**src/common/adcr_pkg.sv**
```systemverilog
// Constants and helpers shared by the converter control register bank
package adcr_pkg;
  // ------------------------------------------------------------
  // Register indices, byte address is four times the index
  // ------------------------------------------------------------
  localparam logic [5:0] IDX_CONTROL_FIRST = 6'h00;
  localparam logic [5:0] IDX_REFERENCE = 6'h01;
  localparam logic [5:0] IDX_AVERAGING = 6'h02;
  localparam logic [5:0] IDX_SAMPLING = 6'h03;
  localparam logic [5:0] IDX_CONTROL_SECOND = 6'h04;
  localparam logic [5:0] IDX_STATUS = 6'h19;
  // ------------------------------------------------------------
  // Field positions
  // ------------------------------------------------------------
  localparam int CF_SOFTWARE_RESET_BIT = 0;
  localparam int CF_ENABLE = 1;
  localparam int CF_STANDBY_RUN = 2;
  localparam int RC_COMP = 7;
  localparam int AV_ADJ_LSB = 4;
  localparam int CS_PRESC_LSB = 8;
  localparam int CS_RES_LSB = 4;
  localparam int CS_CORR = 3;
  localparam int CS_FREE = 2;
  localparam int CS_LEFT = 1;
  localparam int CS_DIFF = 0;
  localparam int ST_BUSY = 7;
  // ------------------------------------------------------------
  // Writable masks and reset values
  // ------------------------------------------------------------
  localparam logic [7:0] CONTROL_FIRST_MASK = 8'h06;
  localparam logic [7:0] CONTROL_FIRST_SOFTWARE_RESET_BIT = 8'h01;
  localparam logic [7:0] REFERENCE_MASK = 8'h8F;
  localparam logic [7:0] AVERAGING_MASK = 8'h7F;
  localparam logic [7:0] SAMPLING_MASK = 8'h3F;
  localparam logic [15:0] CONTROL_SECOND_MASK = 16'h073F;
  localparam logic [7:0] BYTE_RESET = 8'h00;
  localparam logic [15:0] HALF_RESET = 16'h0000;
  localparam logic [3:0] REF_SELECT_LAST = 4'h4;
  localparam logic [3:0] SAMPLE_CODE_LAST = 4'hA;
  localparam logic [1:0] SYNC_TICKS = 2'h2;
  localparam logic [1:0] RESP_OKAY = 2'h0;

  function automatic logic [9:0] divider_last(input logic [2:0] code);
    divider_last = (10'h004 << code) - 10'h001;
  endfunction

  function automatic logic [15:0] lane_merge(input logic [15:0] old_value, input logic [15:0] new_value,
                                             input logic [1:0] strb, input logic [15:0] mask);
    logic [15:0] merged;
    merged = old_value;
    if (strb[0]) begin
      merged[7:0] = new_value[7:0];
    end
    if (strb[1]) begin
      merged[15:8] = new_value[15:8];
    end
    lane_merge = merged & mask;
  endfunction
endpackage

```
**src/common/adcr_sync_if.sv**
```systemverilog
// Handshake between register bank and converter clock divider
`timescale 1ns/10ps
interface adcr_sync_if;
  logic req;
  logic [2:0] prescaler;
  logic tick;
  logic busy;
  logic done;
  modport ctrl(output req, output prescaler, input tick, input busy, input done);
  modport dom(input req, input prescaler, output tick, output busy, output done);
endinterface

```
**src/rtl/adcr_top.sv**
```systemverilog
// Converter control register bank with AXI4-Lite slave
`timescale 1ns/10ps
// How it works
// - Byte, halfword and word writes complete atomically on every register; reads at an address not word aligned return zero.
// - Each byte lane of a register is written on its own strobe.
// - Write guard input high makes every register ignore writes.
// - Enable-protected fields keep their value while the converter is enabled.
// - Reserved bits read zero; software writes zero there.
// - First control register resets to zero; standby run, enable, software reset bits.
// - Standby run clear halts the converter during standby sleep.
// - Enable reads back at once, sets busy; takes effect after synchronization.
// - Software reset returns all registers to reset and disables the converter.
// - A write setting software reset discards all its other bits.
// - Software reset reads one until the reset finishes; busy reads one until the sync ends, one cycle earlier.
// - Reference register resets zero; bit 7 enables buffer offset compensation.
// - Reference select picks one of five references; codes 5 to 15 reserved.
// - Adjust field divides the accumulated sum by two to its value.
// - Sample count codes 0 to 10 accumulate 1 to 1024 samples.
// - Sampling phase lasts field plus one half converter clock periods.
// - Second control register resets zero, write-synchronized, fields as laid out.
// - A sync write while busy stalls the bus until the sync ends.
// - Prescaler divides the peripheral clock by 4 up to 512.
module adcr_top
  import adcr_pkg::*;
(
  input wire logic clock,
  input wire logic rstn,
  input wire logic [7:0] s_axi_awaddr,
  input wire logic s_axi_awvalid,
  output logic s_axi_awready,
  input wire logic [31:0] s_axi_wdata,
  input wire logic [3:0] s_axi_wstrb,
  input wire logic s_axi_wvalid,
  output logic s_axi_wready,
  output logic [1:0] s_axi_bresp,
  output logic s_axi_bvalid,
  input wire logic s_axi_bready,
  input wire logic [7:0] s_axi_araddr,
  input wire logic s_axi_arvalid,
  output logic s_axi_arready,
  output logic [31:0] s_axi_rdata,
  output logic [1:0] s_axi_rresp,
  output logic s_axi_rvalid,
  input wire logic s_axi_rready,
  input wire logic peripheral_write_guard,
  input wire logic standby_sleep,
  output logic converter_enabled,
  output logic converter_running,
  output logic converter_tick,
  output logic sync_busy_flag,
  output logic ref_buffer_offset_comp,
  output logic [3:0] reference_select,
  output logic reference_select_valid,
  output logic [2:0] accumulate_divide_shift,
  output logic [10:0] sample_total,
  output logic sample_count_valid,
  output logic [6:0] sampling_half_periods,
  output logic [2:0] prescaler,
  output logic [1:0] resolution_select,
  output logic gain_offset_correction_on,
  output logic continuous_conversion,
  output logic result_left_align,
  output logic differential_input
);
  // ------------------------------------------------------------
  // Storage
  // ------------------------------------------------------------
  logic aw_held;
  logic w_held;
  logic [7:0] aw_addr;
  logic [31:0] w_data;
  logic [3:0] w_strb;
  logic [7:0] control_first;
  logic [7:0] reference_control;
  logic [7:0] averaging_control;
  logic [7:0] sampling_time_control;
  logic [15:0] control_second;
  logic [15:0] control_second_active;
  logic converter_on;

  // ------------------------------------------------------------
  // Write decode
  // ------------------------------------------------------------
  logic [5:0] w_index;
  logic write_allowed;
  logic first_byte;
  logic software_reset_bit_write;
  logic enable_change;
  logic second_write;
  logic needs_sync;
  logic stall;
  logic commit;
  logic software_reset_bit_done;
  logic enable_locked;

  adcr_sync_if sync_bus();

  adcr_conv_domain u_domain (
    .clock(clock),
    .rstn(rstn),
    .link(sync_bus.dom)
  );

  always_comb begin
    w_index = aw_addr[7:2];
    write_allowed = !peripheral_write_guard;
    enable_locked = control_first[CF_ENABLE] | converter_on;
    first_byte = (w_index == IDX_CONTROL_FIRST) && w_strb[0] && write_allowed;
    software_reset_bit_write = first_byte && w_data[CF_SOFTWARE_RESET_BIT];
    enable_change = first_byte && (w_data[CF_ENABLE] != control_first[CF_ENABLE]);
    second_write = (w_index == IDX_CONTROL_SECOND) && (|w_strb[1:0]) && write_allowed
                   && !enable_locked;
    needs_sync = software_reset_bit_write || enable_change || second_write;
    stall = sync_bus.busy && needs_sync;
    commit = aw_held && w_held && !s_axi_bvalid && !stall;
  end

  assign software_reset_bit_done = sync_bus.done && control_first[CF_SOFTWARE_RESET_BIT];
  assign sync_bus.req = commit && needs_sync;
  assign sync_bus.prescaler = control_second_active[CS_PRESC_LSB +: 3];

  // ------------------------------------------------------------
  // Write channels, address and data in either order
  // ------------------------------------------------------------
  assign s_axi_awready = !aw_held && !s_axi_bvalid;
  assign s_axi_wready = !w_held && !s_axi_bvalid;
  assign s_axi_bresp = RESP_OKAY;

  always_ff @(posedge clock or negedge rstn) begin
    if (!rstn) begin
      aw_held <= 1'b0;
      aw_addr <= 8'h00;
    end else if (s_axi_awvalid && s_axi_awready) begin
      aw_held <= 1'b1;
      aw_addr <= s_axi_awaddr;
    end else if (commit) begin
      aw_held <= 1'b0;
    end
  end

  always_ff @(posedge clock or negedge rstn) begin
    if (!rstn) begin
      w_held <= 1'b0;
      w_data <= 32'h00000000;
      w_strb <= 4'h0;
    end else if (s_axi_wvalid && s_axi_wready) begin
      w_held <= 1'b1;
      w_data <= s_axi_wdata;
      w_strb <= s_axi_wstrb;
    end else if (commit) begin
      w_held <= 1'b0;
    end
  end

  always_ff @(posedge clock or negedge rstn) begin
    if (!rstn) begin
      s_axi_bvalid <= 1'b0;
    end else if (commit) begin
      s_axi_bvalid <= 1'b1;
    end else if (s_axi_bready) begin
      s_axi_bvalid <= 1'b0;
    end
  end

  // ------------------------------------------------------------
  // First control register
  // ------------------------------------------------------------
  always_ff @(posedge clock or negedge rstn) begin
    if (!rstn) begin
      control_first <= BYTE_RESET;
    end else if (software_reset_bit_done) begin
      control_first <= BYTE_RESET;
    end else if (commit && software_reset_bit_write) begin
      control_first <= control_first | CONTROL_FIRST_SOFTWARE_RESET_BIT;
    end else if (commit && first_byte) begin
      control_first <= (w_data[7:0] & CONTROL_FIRST_MASK) | (control_first & CONTROL_FIRST_SOFTWARE_RESET_BIT);
    end
  end

  // ------------------------------------------------------------
  // Reference, averaging and sampling registers
  // ------------------------------------------------------------
  always_ff @(posedge clock or negedge rstn) begin
    if (!rstn) begin
      reference_control <= BYTE_RESET;
    end else if (software_reset_bit_done) begin
      reference_control <= BYTE_RESET;
    end else if (commit && write_allowed && w_strb[0] && w_index == IDX_REFERENCE) begin
      reference_control <= w_data[7:0] & REFERENCE_MASK;
    end
  end

  always_ff @(posedge clock or negedge rstn) begin
    if (!rstn) begin
      averaging_control <= BYTE_RESET;
    end else if (software_reset_bit_done) begin
      averaging_control <= BYTE_RESET;
    end else if (commit && write_allowed && w_strb[0] && w_index == IDX_AVERAGING) begin
      averaging_control <= w_data[7:0] & AVERAGING_MASK;
    end
  end

  always_ff @(posedge clock or negedge rstn) begin
    if (!rstn) begin
      sampling_time_control <= BYTE_RESET;
    end else if (software_reset_bit_done) begin
      sampling_time_control <= BYTE_RESET;
    end else if (commit && write_allowed && w_strb[0] && w_index == IDX_SAMPLING) begin
      sampling_time_control <= w_data[7:0] & SAMPLING_MASK;
    end
  end

  // ------------------------------------------------------------
  // Second control register, written copy and synchronized copy
  // ------------------------------------------------------------
  always_ff @(posedge clock or negedge rstn) begin
    if (!rstn) begin
      control_second <= HALF_RESET;
    end else if (software_reset_bit_done) begin
      control_second <= HALF_RESET;
    end else if (commit && second_write) begin
      control_second <= lane_merge(control_second, w_data[15:0], w_strb[1:0], CONTROL_SECOND_MASK);
    end
  end

  always_ff @(posedge clock or negedge rstn) begin
    if (!rstn) begin
      control_second_active <= HALF_RESET;
      converter_on <= 1'b0;
    end else if (software_reset_bit_done) begin
      control_second_active <= HALF_RESET;
      converter_on <= 1'b0;
    end else if (sync_bus.done) begin
      control_second_active <= control_second;
      converter_on <= control_first[CF_ENABLE];
    end
  end

  // ------------------------------------------------------------
  // Read channel
  // ------------------------------------------------------------
  logic [31:0] read_word;
  logic [5:0] r_index;

  always_comb begin
    r_index = s_axi_araddr[7:2];
    read_word = 32'h00000000;
    case (r_index)
      IDX_CONTROL_FIRST: read_word = {24'h000000, control_first};
      IDX_REFERENCE: read_word = {24'h000000, reference_control};
      IDX_AVERAGING: read_word = {24'h000000, averaging_control};
      IDX_SAMPLING: read_word = {24'h000000, sampling_time_control};
      IDX_CONTROL_SECOND: read_word = {16'h0000, control_second};
      IDX_STATUS: read_word = {24'h000000, sync_bus.busy, 7'h00};
      default: read_word = 32'h00000000;
    endcase
    if (s_axi_araddr[1:0] != 2'h0) begin
      read_word = 32'h00000000;
    end
  end

  assign s_axi_arready = !s_axi_rvalid;
  assign s_axi_rresp = RESP_OKAY;

  always_ff @(posedge clock or negedge rstn) begin
    if (!rstn) begin
      s_axi_rvalid <= 1'b0;
      s_axi_rdata <= 32'h00000000;
    end else if (s_axi_arvalid && s_axi_arready) begin
      s_axi_rvalid <= 1'b1;
      s_axi_rdata <= read_word;
    end else if (s_axi_rready) begin
      s_axi_rvalid <= 1'b0;
    end
  end

  // ------------------------------------------------------------
  // Converter facing outputs
  // ------------------------------------------------------------
  assign converter_tick = sync_bus.tick && converter_running;

  always_ff @(posedge clock or negedge rstn) begin
    if (!rstn) begin
      converter_enabled <= 1'b0;
      converter_running <= 1'b0;
      sync_busy_flag <= 1'b0;
    end else begin
      converter_enabled <= converter_on;
      converter_running <= converter_on && (!standby_sleep || control_first[CF_STANDBY_RUN]);
      sync_busy_flag <= sync_bus.busy || sync_bus.req;
    end
  end

  always_ff @(posedge clock or negedge rstn) begin
    if (!rstn) begin
      ref_buffer_offset_comp <= 1'b0;
      reference_select <= 4'h0;
      reference_select_valid <= 1'b1;
    end else begin
      ref_buffer_offset_comp <= reference_control[RC_COMP];
      reference_select <= reference_control[3:0];
      reference_select_valid <= reference_control[3:0] <= REF_SELECT_LAST;
    end
  end

  always_ff @(posedge clock or negedge rstn) begin
    if (!rstn) begin
      accumulate_divide_shift <= 3'h0;
      sample_total <= 11'h001;
      sample_count_valid <= 1'b1;
      sampling_half_periods <= 7'h01;
    end else begin
      accumulate_divide_shift <= averaging_control[AV_ADJ_LSB +: 3];
      if (averaging_control[3:0] <= SAMPLE_CODE_LAST) begin
        sample_total <= 11'h001 << averaging_control[3:0];
        sample_count_valid <= 1'b1;
      end else begin
        sample_total <= 11'h000;
        sample_count_valid <= 1'b0;
      end
      sampling_half_periods <= {1'b0, sampling_time_control[5:0]} + 7'h01;
    end
  end

  always_ff @(posedge clock or negedge rstn) begin
    if (!rstn) begin
      prescaler <= 3'h0;
      resolution_select <= 2'h0;
      gain_offset_correction_on <= 1'b0;
      continuous_conversion <= 1'b0;
      result_left_align <= 1'b0;
      differential_input <= 1'b0;
    end else begin
      prescaler <= control_second_active[CS_PRESC_LSB +: 3];
      resolution_select <= control_second_active[CS_RES_LSB +: 2];
      gain_offset_correction_on <= control_second_active[CS_CORR];
      continuous_conversion <= control_second_active[CS_FREE];
      result_left_align <= control_second_active[CS_LEFT];
      differential_input <= control_second_active[CS_DIFF];
    end
  end
endmodule

```
**src/rtl/adcr_conv_domain.sv**
```systemverilog
// Converter clock divider and synchronization sequencer
`timescale 1ns/10ps
module adcr_conv_domain
  import adcr_pkg::*;
(
  input wire logic clock,
  input wire logic rstn,
  adcr_sync_if.dom link
);
  logic [9:0] div_count;
  logic [1:0] tick_count;
  logic tick_now;
  logic busy;

  // ------------------------------------------------------------
  // Divider, one enable pulse per converter period
  // ------------------------------------------------------------
  assign tick_now = div_count >= divider_last(link.prescaler);

  always_ff @(posedge clock or negedge rstn) begin
    if (!rstn) begin
      div_count <= 10'h000;
    end else if (tick_now) begin
      div_count <= 10'h000;
    end else begin
      div_count <= div_count + 10'h001;
    end
  end

  // ------------------------------------------------------------
  // Sequencer, busy for a fixed number of converter ticks
  // ------------------------------------------------------------
  always_ff @(posedge clock or negedge rstn) begin
    if (!rstn) begin
      busy <= 1'b0;
      tick_count <= 2'h0;
      link.done <= 1'b0;
    end else begin
      link.done <= 1'b0;
      if (link.req && !busy) begin
        busy <= 1'b1;
        tick_count <= 2'h0;
      end else if (busy && tick_now) begin
        if (tick_count == SYNC_TICKS - 2'h1) begin
          busy <= 1'b0;
          link.done <= 1'b1;
        end else begin
          tick_count <= tick_count + 2'h1;
        end
      end
    end
  end

  assign link.tick = tick_now;
  assign link.busy = busy;
endmodule

```
**config.mk**
```make
export PLATFORM = sky130hd
export DESIGN_NAME = adcr_top
export DESIGN_NICKNAME = d
export VERILOG_FILES = /design/src/common/adcr_pkg.sv /design/src/common/adcr_sync_if.sv /design/src/rtl/adcr_top.sv /design/src/rtl/adcr_conv_domain.sv
export SDC_FILE = /design/constraint.sdc
export NUM_CORES = 1
export LEC_CHECK = 0
export ABC_AREA = 0
export BUFFER_PORTS_ARGS = -buffer_cell sky130_fd_sc_hd__buf_2
export CAP_MARGIN = 20
export CORE_MARGIN = 10
export CORE_UTILIZATION = 35
export DETAILED_ROUTE_END_ITERATION = 10
export GPL_ROUTABILITY_DRIVEN = 0
export PLACE_DENSITY = 0.67
export SYNTH_ARGS = -nofsm -noshare
export SYNTH_HDL_FRONTEND = slang
export SYNTH_HIERARCHICAL = 1
export SYNTH_SLANG_ARGS = --single-unit
```
**constraint.sdc**
```tcl
create_clock -name clock -period 3.4 [get_ports clock]
set_input_delay 0.17 -clock clock [delete_from_list [all_inputs] [get_ports clock]]
set_output_delay 0.17 -clock clock [all_outputs]
set_load 0.02 [all_outputs]
```
==> results of run 1 <==
-- layout make-up --
class,instances,area (sq um),share of cell area
Clock buffer,17,425.4,0.06086
Tap cell,216,270.3,0.03866
Clock inverter,15,172.7,0.02470
Multi-Input combinational cell,337,2135,0.3054
Sequential cell,128,3208,0.4589
Inverter,21,78.83,0.01128
Timing Repair Buffer,115,700.7,0.1002
-- state kept, by name (all words and copies together), names as in the netlist, 2 cells and up --
signal / count
prescaler: 3
control_first: 3
s_axi_rdata: 11
control_second_active: 9
reference_control: 5
averaging_control: 7
u_domain/div_count: 10
sample_total: 11
sampling_half_periods: 7
reference_select: 4
accumulate_divide_shift: 3
control_second: 9
aw_addr: 6
sampling_time_control: 6
w_data: 11
w_strb: 2
resolution_select: 2
u_domain/tick_count: 2
-- per-layer routing --
layer | up-vias | wire length, microns | GRT usage
met1 | 1990 | 6039 | 0.1603
met5 | - | 13 | 0
met3 | 27 | 827 | 0.03925
met4 | 2 | 268 | 0.05856
met2 | 140 | 6463 | 0.2025
li1 | 1921 | - | -
-- worst reg2reg max path, cell delays in order (launching register included) --
cell and delay, ns:
dfrtp_1 0.45, nor4b_1 0.58, o21a_1 0.24, o21ai_0 0.13, nor2_1 0.13, nor2_1 0.07
a221oi_1 0.32, nand3_1 0.12
-- synthesized netlist by cell type, drive strengths merged, types with 3 or more instances --
master	count	area share
nor3	11	0.011
buf	29	0.039
a21oi	13	0.012
o21a	3	0.0040
nand3	29	0.027
nand2b	4	0.0045
a21o	3	0.0040
o21ai	33	0.030
nor4	3	0.0060
clkbuf	13	0.0087
nor3b	4	0.0063
dfrtp	124	0.55
xor2	6	0.0094
mux2	21	0.042
nand4	5	0.0067
dfstp	4	0.019
and2	8	0.0092
xnor2	7	0.011
inv	21	0.014
nand3b	13	0.017
and3	5	0.0056
a221oi	4	0.0063
mux2i	28	0.050
nor2	54	0.036
ha	11	0.025
nand2	33	0.022
-- metrics by stage --
stage	setup slack, ns	hold slack, ns	util	cells	cell area [sq um]
3_3_place_gp	1.114	0.3287	0.3920	796	6182
6_report	0.6207	0.02336	0.4433	849	6990
3_5_place_dp	1.054	0.3415	0.3920	796	6182
5_1_grt	0.3436	0.01620	0.4433	849	6990
4_1_cts	0.6075	0.009180	0.4433	849	6990
2_1_floorplan	1.362	-0.1256	-	528	5687
-- kinds of logic after synthesis --
kind of cell / share of synthesized area
multiplexers: 0.09233
other: 0.001342
buffers and inverters: 0.06148
flip-flops: 0.5732
AND/OR/NAND/NOR: 0.1661
AO/OA/AOI/OAI: 0.06058
XOR/XNOR: 0.02034
adder cells (fa/ha/maj): 0.02459
-- power by group --
| group | switching [mW] | internal (mW) |
|---|---|---|
| Clock | 0.734 | 1.10 |
| Sequential | 0.316 | 1.82 |
| Combinational | 0.490 | 0.401 |
| Total | 1.54 | 3.32 |
-- worst max-delay path by stage --
stage | from | cells past startpoint | end | slack (ns)
floorplan | control_second_active[9] | 9 | converter_tick | 1.36
global route | control_second_active[9] | 8 | converter_tick | 0.34
global placement | control_second_active[10] | 8 | converter_tick | 1.11
finish | control_second_active[10] | 8 | converter_tick | 0.62
CTS | control_second_active[10] | 8 | converter_tick | 0.61
detailed placement | control_second_active[10] | 8 | converter_tick | 1.05
-- cell usage in the layout, fill, tap and decap left out, types with 11 or more instances in the layout --
cell type	instances
nand2_1	33
nand3_1	28
dlygate4sd3_1	21
nor2_1	54
conb_1	26
buf_2	91
dfrtp_1	124
ha_1	11
nand3b_1	13
mux2_2	21
inv_1	21
mux2i_1	28
a21oi_1	13
o21ai_0	33
clkbuf_16	17
==> results_dict.tcl, run 1 <==
set metrics [dict create \
    ys_seq_area_frac 0.5732 \
    maxCapViolations 0 \
    rsz0062_at_grt "no" \
    cpLargestDelayFamily "simple AND/OR/NAND/NOR gates" \
    cp_num_buf_inv 1 \
    clock_latency_ns 0.42 \
    crit_type "flip-flop to output pin" \
    syn_area_sq_mm 0.005597 \
    rows 46 \
    drt-wirelength-per-cell_microns 16.03 \
    die_area_sq_mm 0.02145 \
    hold_class "input port to flip-flop" \
    reg2reg_depth 7 \
    drt_wl_total_mm 13.61 \
    clkSinkCount 128 \
    ys_ff_latch 128 \
    crit_chain "nor3_1, ha_1, a21oi_1, nand4b_1, a31oi_1, or2_1, and2_1, buf_2" \
    layout-drive-gt1-share 0.2528 \
    cts_resized 0 \
    slew_headroom 0.2914 \
    hold_end "w_data[10]" \
    ir_worst_vdd_v 0.0004355 \
    ctsRootBufferMaster "clkbuf_16" \
    fin_setup_tns_ns 0 \
    fmax_ghz 0.3598 \
    die_w_microns 146.5 \
    ant_nets 0 \
    coreArea_sq_mm 0.01577 \
    reg2reg_to "u_domain/tick_count[0]" \
    finalSetupViolCount 0 \
    cts_tree "done" \
    grt_pass1_wl_mm 22.24 \
    path_clk_slew_ns 0.06 \
    synth-async-reset-ratio 1.000 \
    power.total_mw 4.860 \
    fin_crit_sh 0.8175 \
    diodes 0 \
    cts_hold_buf 21 \
    synth_ff_type "dfrtp_1" \
    layout.nets 692 \
    cellPowerDensity_mw_per_mm2 695.2 \
    cts_buffer_depth 2 \
    first_global_vias 4294 \
    leakage_nw 3.602 \
    rr_startpoint "control_first[1]" \
    finClkSkew_ns 0.01017 \
    antenna_found_initial 1 \
    drt_iter0_drc 211 \
    worstHoldPathCells 2 \
    final-max-slew-violation-count 0 \
    r2r_setup_slack_ns 1.23 \
    syn_avg_cell_area_sq_um 11.10 \
    synth-warning-count 6 \
    crit_path_max_fanout 14 \
    crit_required_ns 3.23 \
    vias_per_cell 4.806 \
    arrival_ns 2.61 \
    initial_core_util 0.3549 \
    grt_max_degree 69 \
    worst_path_largest_cell_delay_ns 0.49 \
    die_y_microns 146.5 \
    grt-ovfl-total 0 \
    port_buffers 92 \
    vias 4080 \
    synth_cells 504 \
    period_needed_ns 2.779 \
    syn2layout_area_growth_pct 24.90 \
    htree_levels 4 \
    cp-end-kind "output pin" \
    route.detailed.drc 0 \
    crit_slowest_cell "dfrtp_1" \
    hp-start "s_axi_wdata[10]" \
    hold_violations 0 \
    dr.pass1.iters 4 \
    synth-edff-count 0 \
    cts_buffers 17 \
    grt.total_usage 0.1291 \
    dpl.hpwl_mm 9.949 \
    tightestPinTransition_ns 1.063 \
    ys_types 47 \
    nFillCells 1492 \
    start_kind "flip-flop" \
    postCtsSetupBuffers 0 \
    status "finished clean" \
    io_pins 143 \
]
No activity file was read; power rests on OpenSTA's default activity.
==> run 2, diff against run 1 <==
==> constraint.sdc (replaced) <==
create_clock -name clock -period 2.8 [get_ports clock]
set_input_delay 0.14 -clock clock [delete_from_list [all_inputs] [get_ports clock]]
set_output_delay 0.14 -clock clock [all_outputs]
set_load 0.02 [all_outputs]
==> run 2 against run 1 <==
Compared with the run above:
- worst hold slack improved by 0.023 ns
- via count fell by 0.78%
- largest power group unchanged
- clock-buffer cell count increased by 2
- design area grew 0.84%
- first-iteration DRC count is 2.4% higher
- combinational power increased by 22%
- critical path depth unchanged
- highest routed layer unchanged
==> results_dict.tcl, run 2 (synthesized netlist as in run 1, its figures left out) <==
set metrics [dict create \
    nFillCells 1502 \
    crit_path_max_fanout 8 \
    arrival_ns 2.39 \
    htree_levels 4 \
    hold_violations 0 \
    period_needed_ns 2.532 \
    port_buffers 92 \
    fin_setup_tns_ns 0 \
    final_cell_mix "124 x dfrtp_1, 91 x buf_2, 54 x nor2_1" \
    finClkSkew_ns 0.008168 \
    syn2layout_area_growth_pct 25.96 \
    route.detailed.drc 0 \
    grt_pass1_wl_mm 22.89 \
    final-max-slew-violation-count 0 \
    dpl.hpwl_mm 10.08 \
    reg2reg_to "u_domain/tick_count[0]" \
    initial_core_util 0.3549 \
    die_y_microns 146.5 \
    leakage_nw 3.621 \
    dr.pass1.iters 4 \
    antenna_found_initial 1 \
    drt-wirelength-per-cell_microns 16.22 \
    fmax_ghz 0.3949 \
    die_w_microns 146.5 \
    dp.cells 799 \
    power.total_mw 5.950 \
    vias_per_cell 4.740 \
    drt_wl_total_mm 13.85 \
    finalCoreUtilization 0.4470 \
    grt-ovfl-total 0 \
    cp-end-kind "output pin" \
    hold_class "input port to flip-flop" \
    worstHoldPathCells 4 \
    path_clk_slew_ns 0.06 \
    grt.total_usage 0.1325 \
    postCtsSetupBuffers 0 \
    slew_headroom 0.4441 \
    regArea_sq_mm 0.003208 \
    ant_nets 0 \
    instances_no_fill 854 \
    hold_end "s_axi_rdata[8]" \
    ir_worst_vdd_v 0.0004824 \
    start_kind "flip-flop" \
    final_common_cell "dfrtp_1" \
    fin_hold_ws_ns 0.04677 \
    rows 46 \
    cts_resized 0 \
    vias 4048 \
    clkSinkCount 128 \
    ctsRootBufferMaster "clkbuf_16" \
    multiInputGateArea_sq_mm 0.002135 \
    status "finished clean" \
    coreArea_sq_mm 0.01577 \
    rsz0062_at_grt "no" \
    rr_startpoint "control_first[1]" \
    crit_required_ns 2.66 \
    fin_crit_sh 0.9045 \
    maxCapViolations 0 \
    first_global_vias 4287 \
    cts_buffers 17 \
    hp-start "s_axi_araddr[0]" \
    tightestPinTransition_ns 0.8338 \
    drt_iter0_drc 216 \
    diodes 0 \
    layout.nets 697 \
    clock_latency_ns 0.42 \
    reg2reg_depth 7 \
    finalSetupViolCount 0 \
    crit_type "flip-flop to output pin" \
    cts_hold_buf 23 \
    top_regs "s_axi_rdata (11), sample_total (11), w_data (11)" \
    cts_tree "done" \
    grt_max_degree 65 \
    io_pins 143 \
    die_area_sq_mm 0.02145 \
    layout-drive-gt1-share 0.2555 \
    cellPowerDensity_mw_per_mm2 844.0 \
    cts_buffer_depth 2 \
    r2r_setup_slack_ns 0.69 \
]
run 2: changes by cell type in the layout (fill, tap and decap cells not counted), sizes merged:
cell	previous run	this run
buf	94	97
bufinv	2	3
clkbuf	17	19
clkinvlp	0	4
dlygate4sd3	21	23
inv	29	22
run 2: stage by stage:
step           setup slack (ns)  area [sq um]
3_5_place_dp             0.6842          6205
6_report                 0.2675          7049
2_1_floorplan            0.7919          5687
5_1_grt                 0.05808          7049
3_3_place_gp             0.7152          6205
4_1_cts                  0.2303          7049
run 2: how the worst max path moves through the flow:
| stage | startpoint | endpoint | slack, ns | cells after the start |
|---|---|---|---|---|
| floorplan | control_second_active[9] | converter_tick | 0.79 | 9 |
| detailed placement | control_second_active[9] | converter_tick | 0.68 | 8 |
| global route | control_second_active[9] | converter_tick | 0.06 | 8 |
| CTS | control_second_active[9] | converter_tick | 0.23 | 8 |
| finish | control_second_active[9] | converter_tick | 0.27 | 8 |
| global placement | control_second_active[9] | converter_tick | 0.72 | 8 |
run 2: layout make-up:
type                            count  share of cell area
Sequential cell                   128              0.4551
Tap cell                          216             0.03834
Multi-Input combinational cell    337              0.3028
Clock buffer                       19             0.06425
Timing Repair Buffer              120              0.1054
Inverter                           21             0.01118
Clock inverter                     13             0.02290
run 2: metal layers:
layer	wire length [microns]	share of wire	GRT usage	vias up
met3	874	0.063	0.04234	17
met4	152	0.011	0.04905	2
li1	-	-	-	1916
met5	7	0.00051	0	-
met1	6022	0.43	0.1620	1985
met2	6794	0.49	0.2141	128
run 2: report_power, final:
group          switching (mW)  internal, mW
Combinational           0.595         0.497
Sequential              0.390          2.21
Clock                   0.817          1.44
Total                    1.80          4.15
run 2: critical path, stage by stage, from the launching register on:
cell,delay [ns]
dfrtp_1,0.45
nor3_1,0.20
ha_1,0.25
a21oi_1,0.13
nand4b_1,0.12
a31oi_1,0.16
or2_1,0.33
and2_1,0.17
buf_2,0.15
==> run 3, diff against run 2 <==
--- a/config.mk
+++ b/config.mk
@@ -5,14 +5,14 @@
 export SDC_FILE = /design/constraint.sdc
 export NUM_CORES = 1
 export LEC_CHECK = 0
-export ABC_AREA = 0
+export ABC_AREA = 1
 export BUFFER_PORTS_ARGS = -buffer_cell sky130_fd_sc_hd__buf_2
 export CAP_MARGIN = 20
 export CORE_MARGIN = 10
 export CORE_UTILIZATION = 35
 export DETAILED_ROUTE_END_ITERATION = 10
 export GPL_ROUTABILITY_DRIVEN = 0
-export PLACE_DENSITY = 0.67
+export PLACE_DENSITY = 0.66
 export SYNTH_ARGS = -nofsm -noshare
 export SYNTH_HDL_FRONTEND = slang
 export SYNTH_HIERARCHICAL = 1
==> run 3 against run 2 <==
Compared with the run above:
- sequential share of layout area fell by 1.6 points
- design area rose by 3.5%
- power fell by 4.3%
- largest cell class unchanged
- synthesized area rose by 4.9%
- combinational power rose by 10%
- clock power fell by 4%
==> results_dict.tcl, run 3 <==
set metrics [dict create \
    top_regs "s_axi_rdata (11), sample_total (11), w_data (11)" \
    dpl.hpwl_mm 10.60 \
    finalSetupViolCount 0 \
    grt_max_degree 78 \
    ys_seq_area_frac 0.5467 \
    ys_ff_latch 128 \
    die_w_microns 149.5 \
    crit_chain "nand2_1, ha_1, nand2_1, nor2_2, nand3_2, nand3_4, nand2_1, inv_1, buf_2" \
    status "finished clean" \
    hold_class "input port to asynchronous set/reset pin" \
    vias 4569 \
    rows 47 \
    dr.pass1.iters 4 \
    io_pins 143 \
    synth-warning-count 6 \
    cts_tree "done" \
    grt-ovfl-total 0 \
    layout-drive-gt1-share 0.2215 \
    fin_setup_tns_ns 0 \
    crit_top_cell "nand2_1" \
    tightestPinTransition_ns 0.7770 \
    ctsRootBufferMaster "clkbuf_16" \
    die_area_sq_mm 0.02235 \
    grt_pass1_wl_mm 23.19 \
    route.detailed.drc 0 \
    die_y_microns 149.5 \
    syn2layout_area_growth_pct 24.39 \
    nFillCells 1610 \
    syn_avg_cell_area_sq_um 9.098 \
    period_needed_ns 2.269 \
    drt_iter0_drc 288 \
    coreArea_sq_mm 0.01652 \
    hold_violations 0 \
    post-synth-top-count-cell "nand2_1" \
    multiInputGateArea_sq_mm 0.002185 \
    cp_num_buf_inv 2 \
    crit_type "flip-flop to output pin" \
    leakage_nw 3.839 \
    cp-end-kind "output pin" \
    crit_required_ns 2.66 \
    layout.nets 841 \
    cellPowerDensity_mw_per_mm2 779.7 \
    maxCapViolations 0 \
    final_cell_mix "135 x nand2_1, 124 x dfrtp_1, 91 x buf_2" \
    drt-wirelength-per-cell_microns 14.29 \
    fin_crit_sh 0.8105 \
    start_kind "flip-flop" \
    worst_path_largest_cell_delay_ns 0.49 \
    grt.total_usage 0.1316 \
    antenna_found_initial 0 \
    r2r_setup_slack_ns 0.82 \
    initial_core_util 0.3551 \
    ir_worst_vdd_v 0.0005357 \
    final-max-slew-violation-count 0 \
    regArea_sq_mm 0.003208 \
    diodes 0 \
    ys_types 44 \
    finClkSkew_ns 0.005187 \
    synth-edff-count 0 \
    cpLargestDelayFamily "simple AND/OR/NAND/NOR gates" \
    rsz0062_at_grt "no" \
    cts_buffer_depth 2 \
    crit_path_max_fanout 14 \
    slew_headroom 0.4808 \
    clock_latency_ns 0.42 \
    final_common_cell "nand2_1" \
    synth_cells 645 \
    drt_wl_total_mm 14.30 \
    instances_no_fill 1001 \
    vias_per_cell 4.564 \
    path_clk_slew_ns 0.05 \
    port_buffers 92 \
    clkSinkCount 128 \
    fmax_ghz 0.4406 \
    postCtsSetupBuffers 0 \
    arrival_ns 2.13 \
    htree_levels 4 \
    yosysTopAreaCell "dfrtp_1" \
    ant_nets 0 \
    dp.cells 947 \
    crit_slowest_cell "dfrtp_1" \
    first_global_vias 4482 \
    synth_ff_type "dfrtp_1" \
    synth-async-reset-ratio 1.000 \
    cts_buffers 17 \
    synth_top_cell_area_share 0.5288 \
    syn_area_sq_mm 0.005868 \
    synthTopCellsByCount "135 x nand2_1, 124 x dfrtp_1, 77 x inv_1" \
    synth_area_leaders "dfrtp_1 53%, nand2_1 8.6%, inv_1 4.9%, nor2_1 4.6%, nand3_1 4.0%" \
]
-- run 3: cell type report --
| cell class | instances | share of cell area |
|---|---|---|
| clock buffer | 19 | 0.06205 |
| clock inverter | 12 | 0.01851 |
| inverter | 84 | 0.04320 |
| multi-input combinational | 420 | 0.2993 |
| sequential | 128 | 0.4395 |
| tap | 220 | 0.03771 |
| timing repair buffer | 118 | 0.09976 |
-- run 3: stage by stage --
stage          utilization  area (sq um)  setup WS [ns]  power (mW)  hold WS [ns]
2_1_floorplan            -          5958          1.134       3.202       -0.1556
3_3_place_gp        0.3922          6481         0.8993       3.512      -0.05084
3_5_place_dp        0.3922          6481         0.8629       3.542      -0.04951
4_1_cts             0.4417          7300         0.4785       5.759       0.04407
5_1_grt             0.4417          7300         0.3140       6.023       0.05612
6_report            0.4417          7300         0.5306       5.691       0.06765
-- run 3: report_power, final --
group | internal (mW) | switching [mW]
sequential | 2.13 | 0.203
combinational | 0.362 | 0.834
clock | 1.35 | 0.807
-- run 3: worst reg2reg max path: cells and delay by family, from the launching register on --
family                 cells  cell delay (ns)
AO/OA/AOI/OAI              1             0.16
buffers and inverters      4             0.34
flip-flops                 1             0.54
AND/OR/NAND/NOR            8             0.83
-- run 3: logic make-up (layout without fill, tap and decap cells) --
logic type,after synthesis,after routing,synth area share
other,2,26,0.001280
xor gates and xnor gates,6,6,0.008955
adders and majority gates,11,11,0.02345
AOI/OAI and AO/OA,66,66,0.06098
DFF,128,128,0.5467
and+or+nand+nor,310,310,0.2603
muxes,1,1,0.001919
buffers and inverters,121,233,0.09638
-- run 3: what timing repair did --
action / 4_1_cts / 5_1_grt
endpoints found under the setup margin: 0 / 0
gates resized for setup: 0 / 0
hold endpoints to repair: 146 / 0
hold buffers: 23 / 0
-- run 3: metal layers --
metal,vias up,GRT usage,wire [microns]
met5,-,0,0
met4,0,0.04858,170
met3,10,0.04318,965
met2,137,0.1949,6556
met1,2152,0.1754,6609
li1,2270,-,-
-- run 3: worst paths after layout --
| path | start | end | cells after the start |
|---|---|---|---|
| min in group clock | s_axi_araddr[0] | s_axi_rdata[10] | 4 |
| min | rstn | reference_select[2] | 2 |
| min reg2reg | control_second_active[3] | gain_offset_correction_on | 0 |
| max in group asynchronous | rstn | sampling_time_control[0] | 3 |
| max reg2reg | w_strb[0] | u_domain/link.busy | 13 |
| max | control_second_active[10] | converter_tick | 9 |
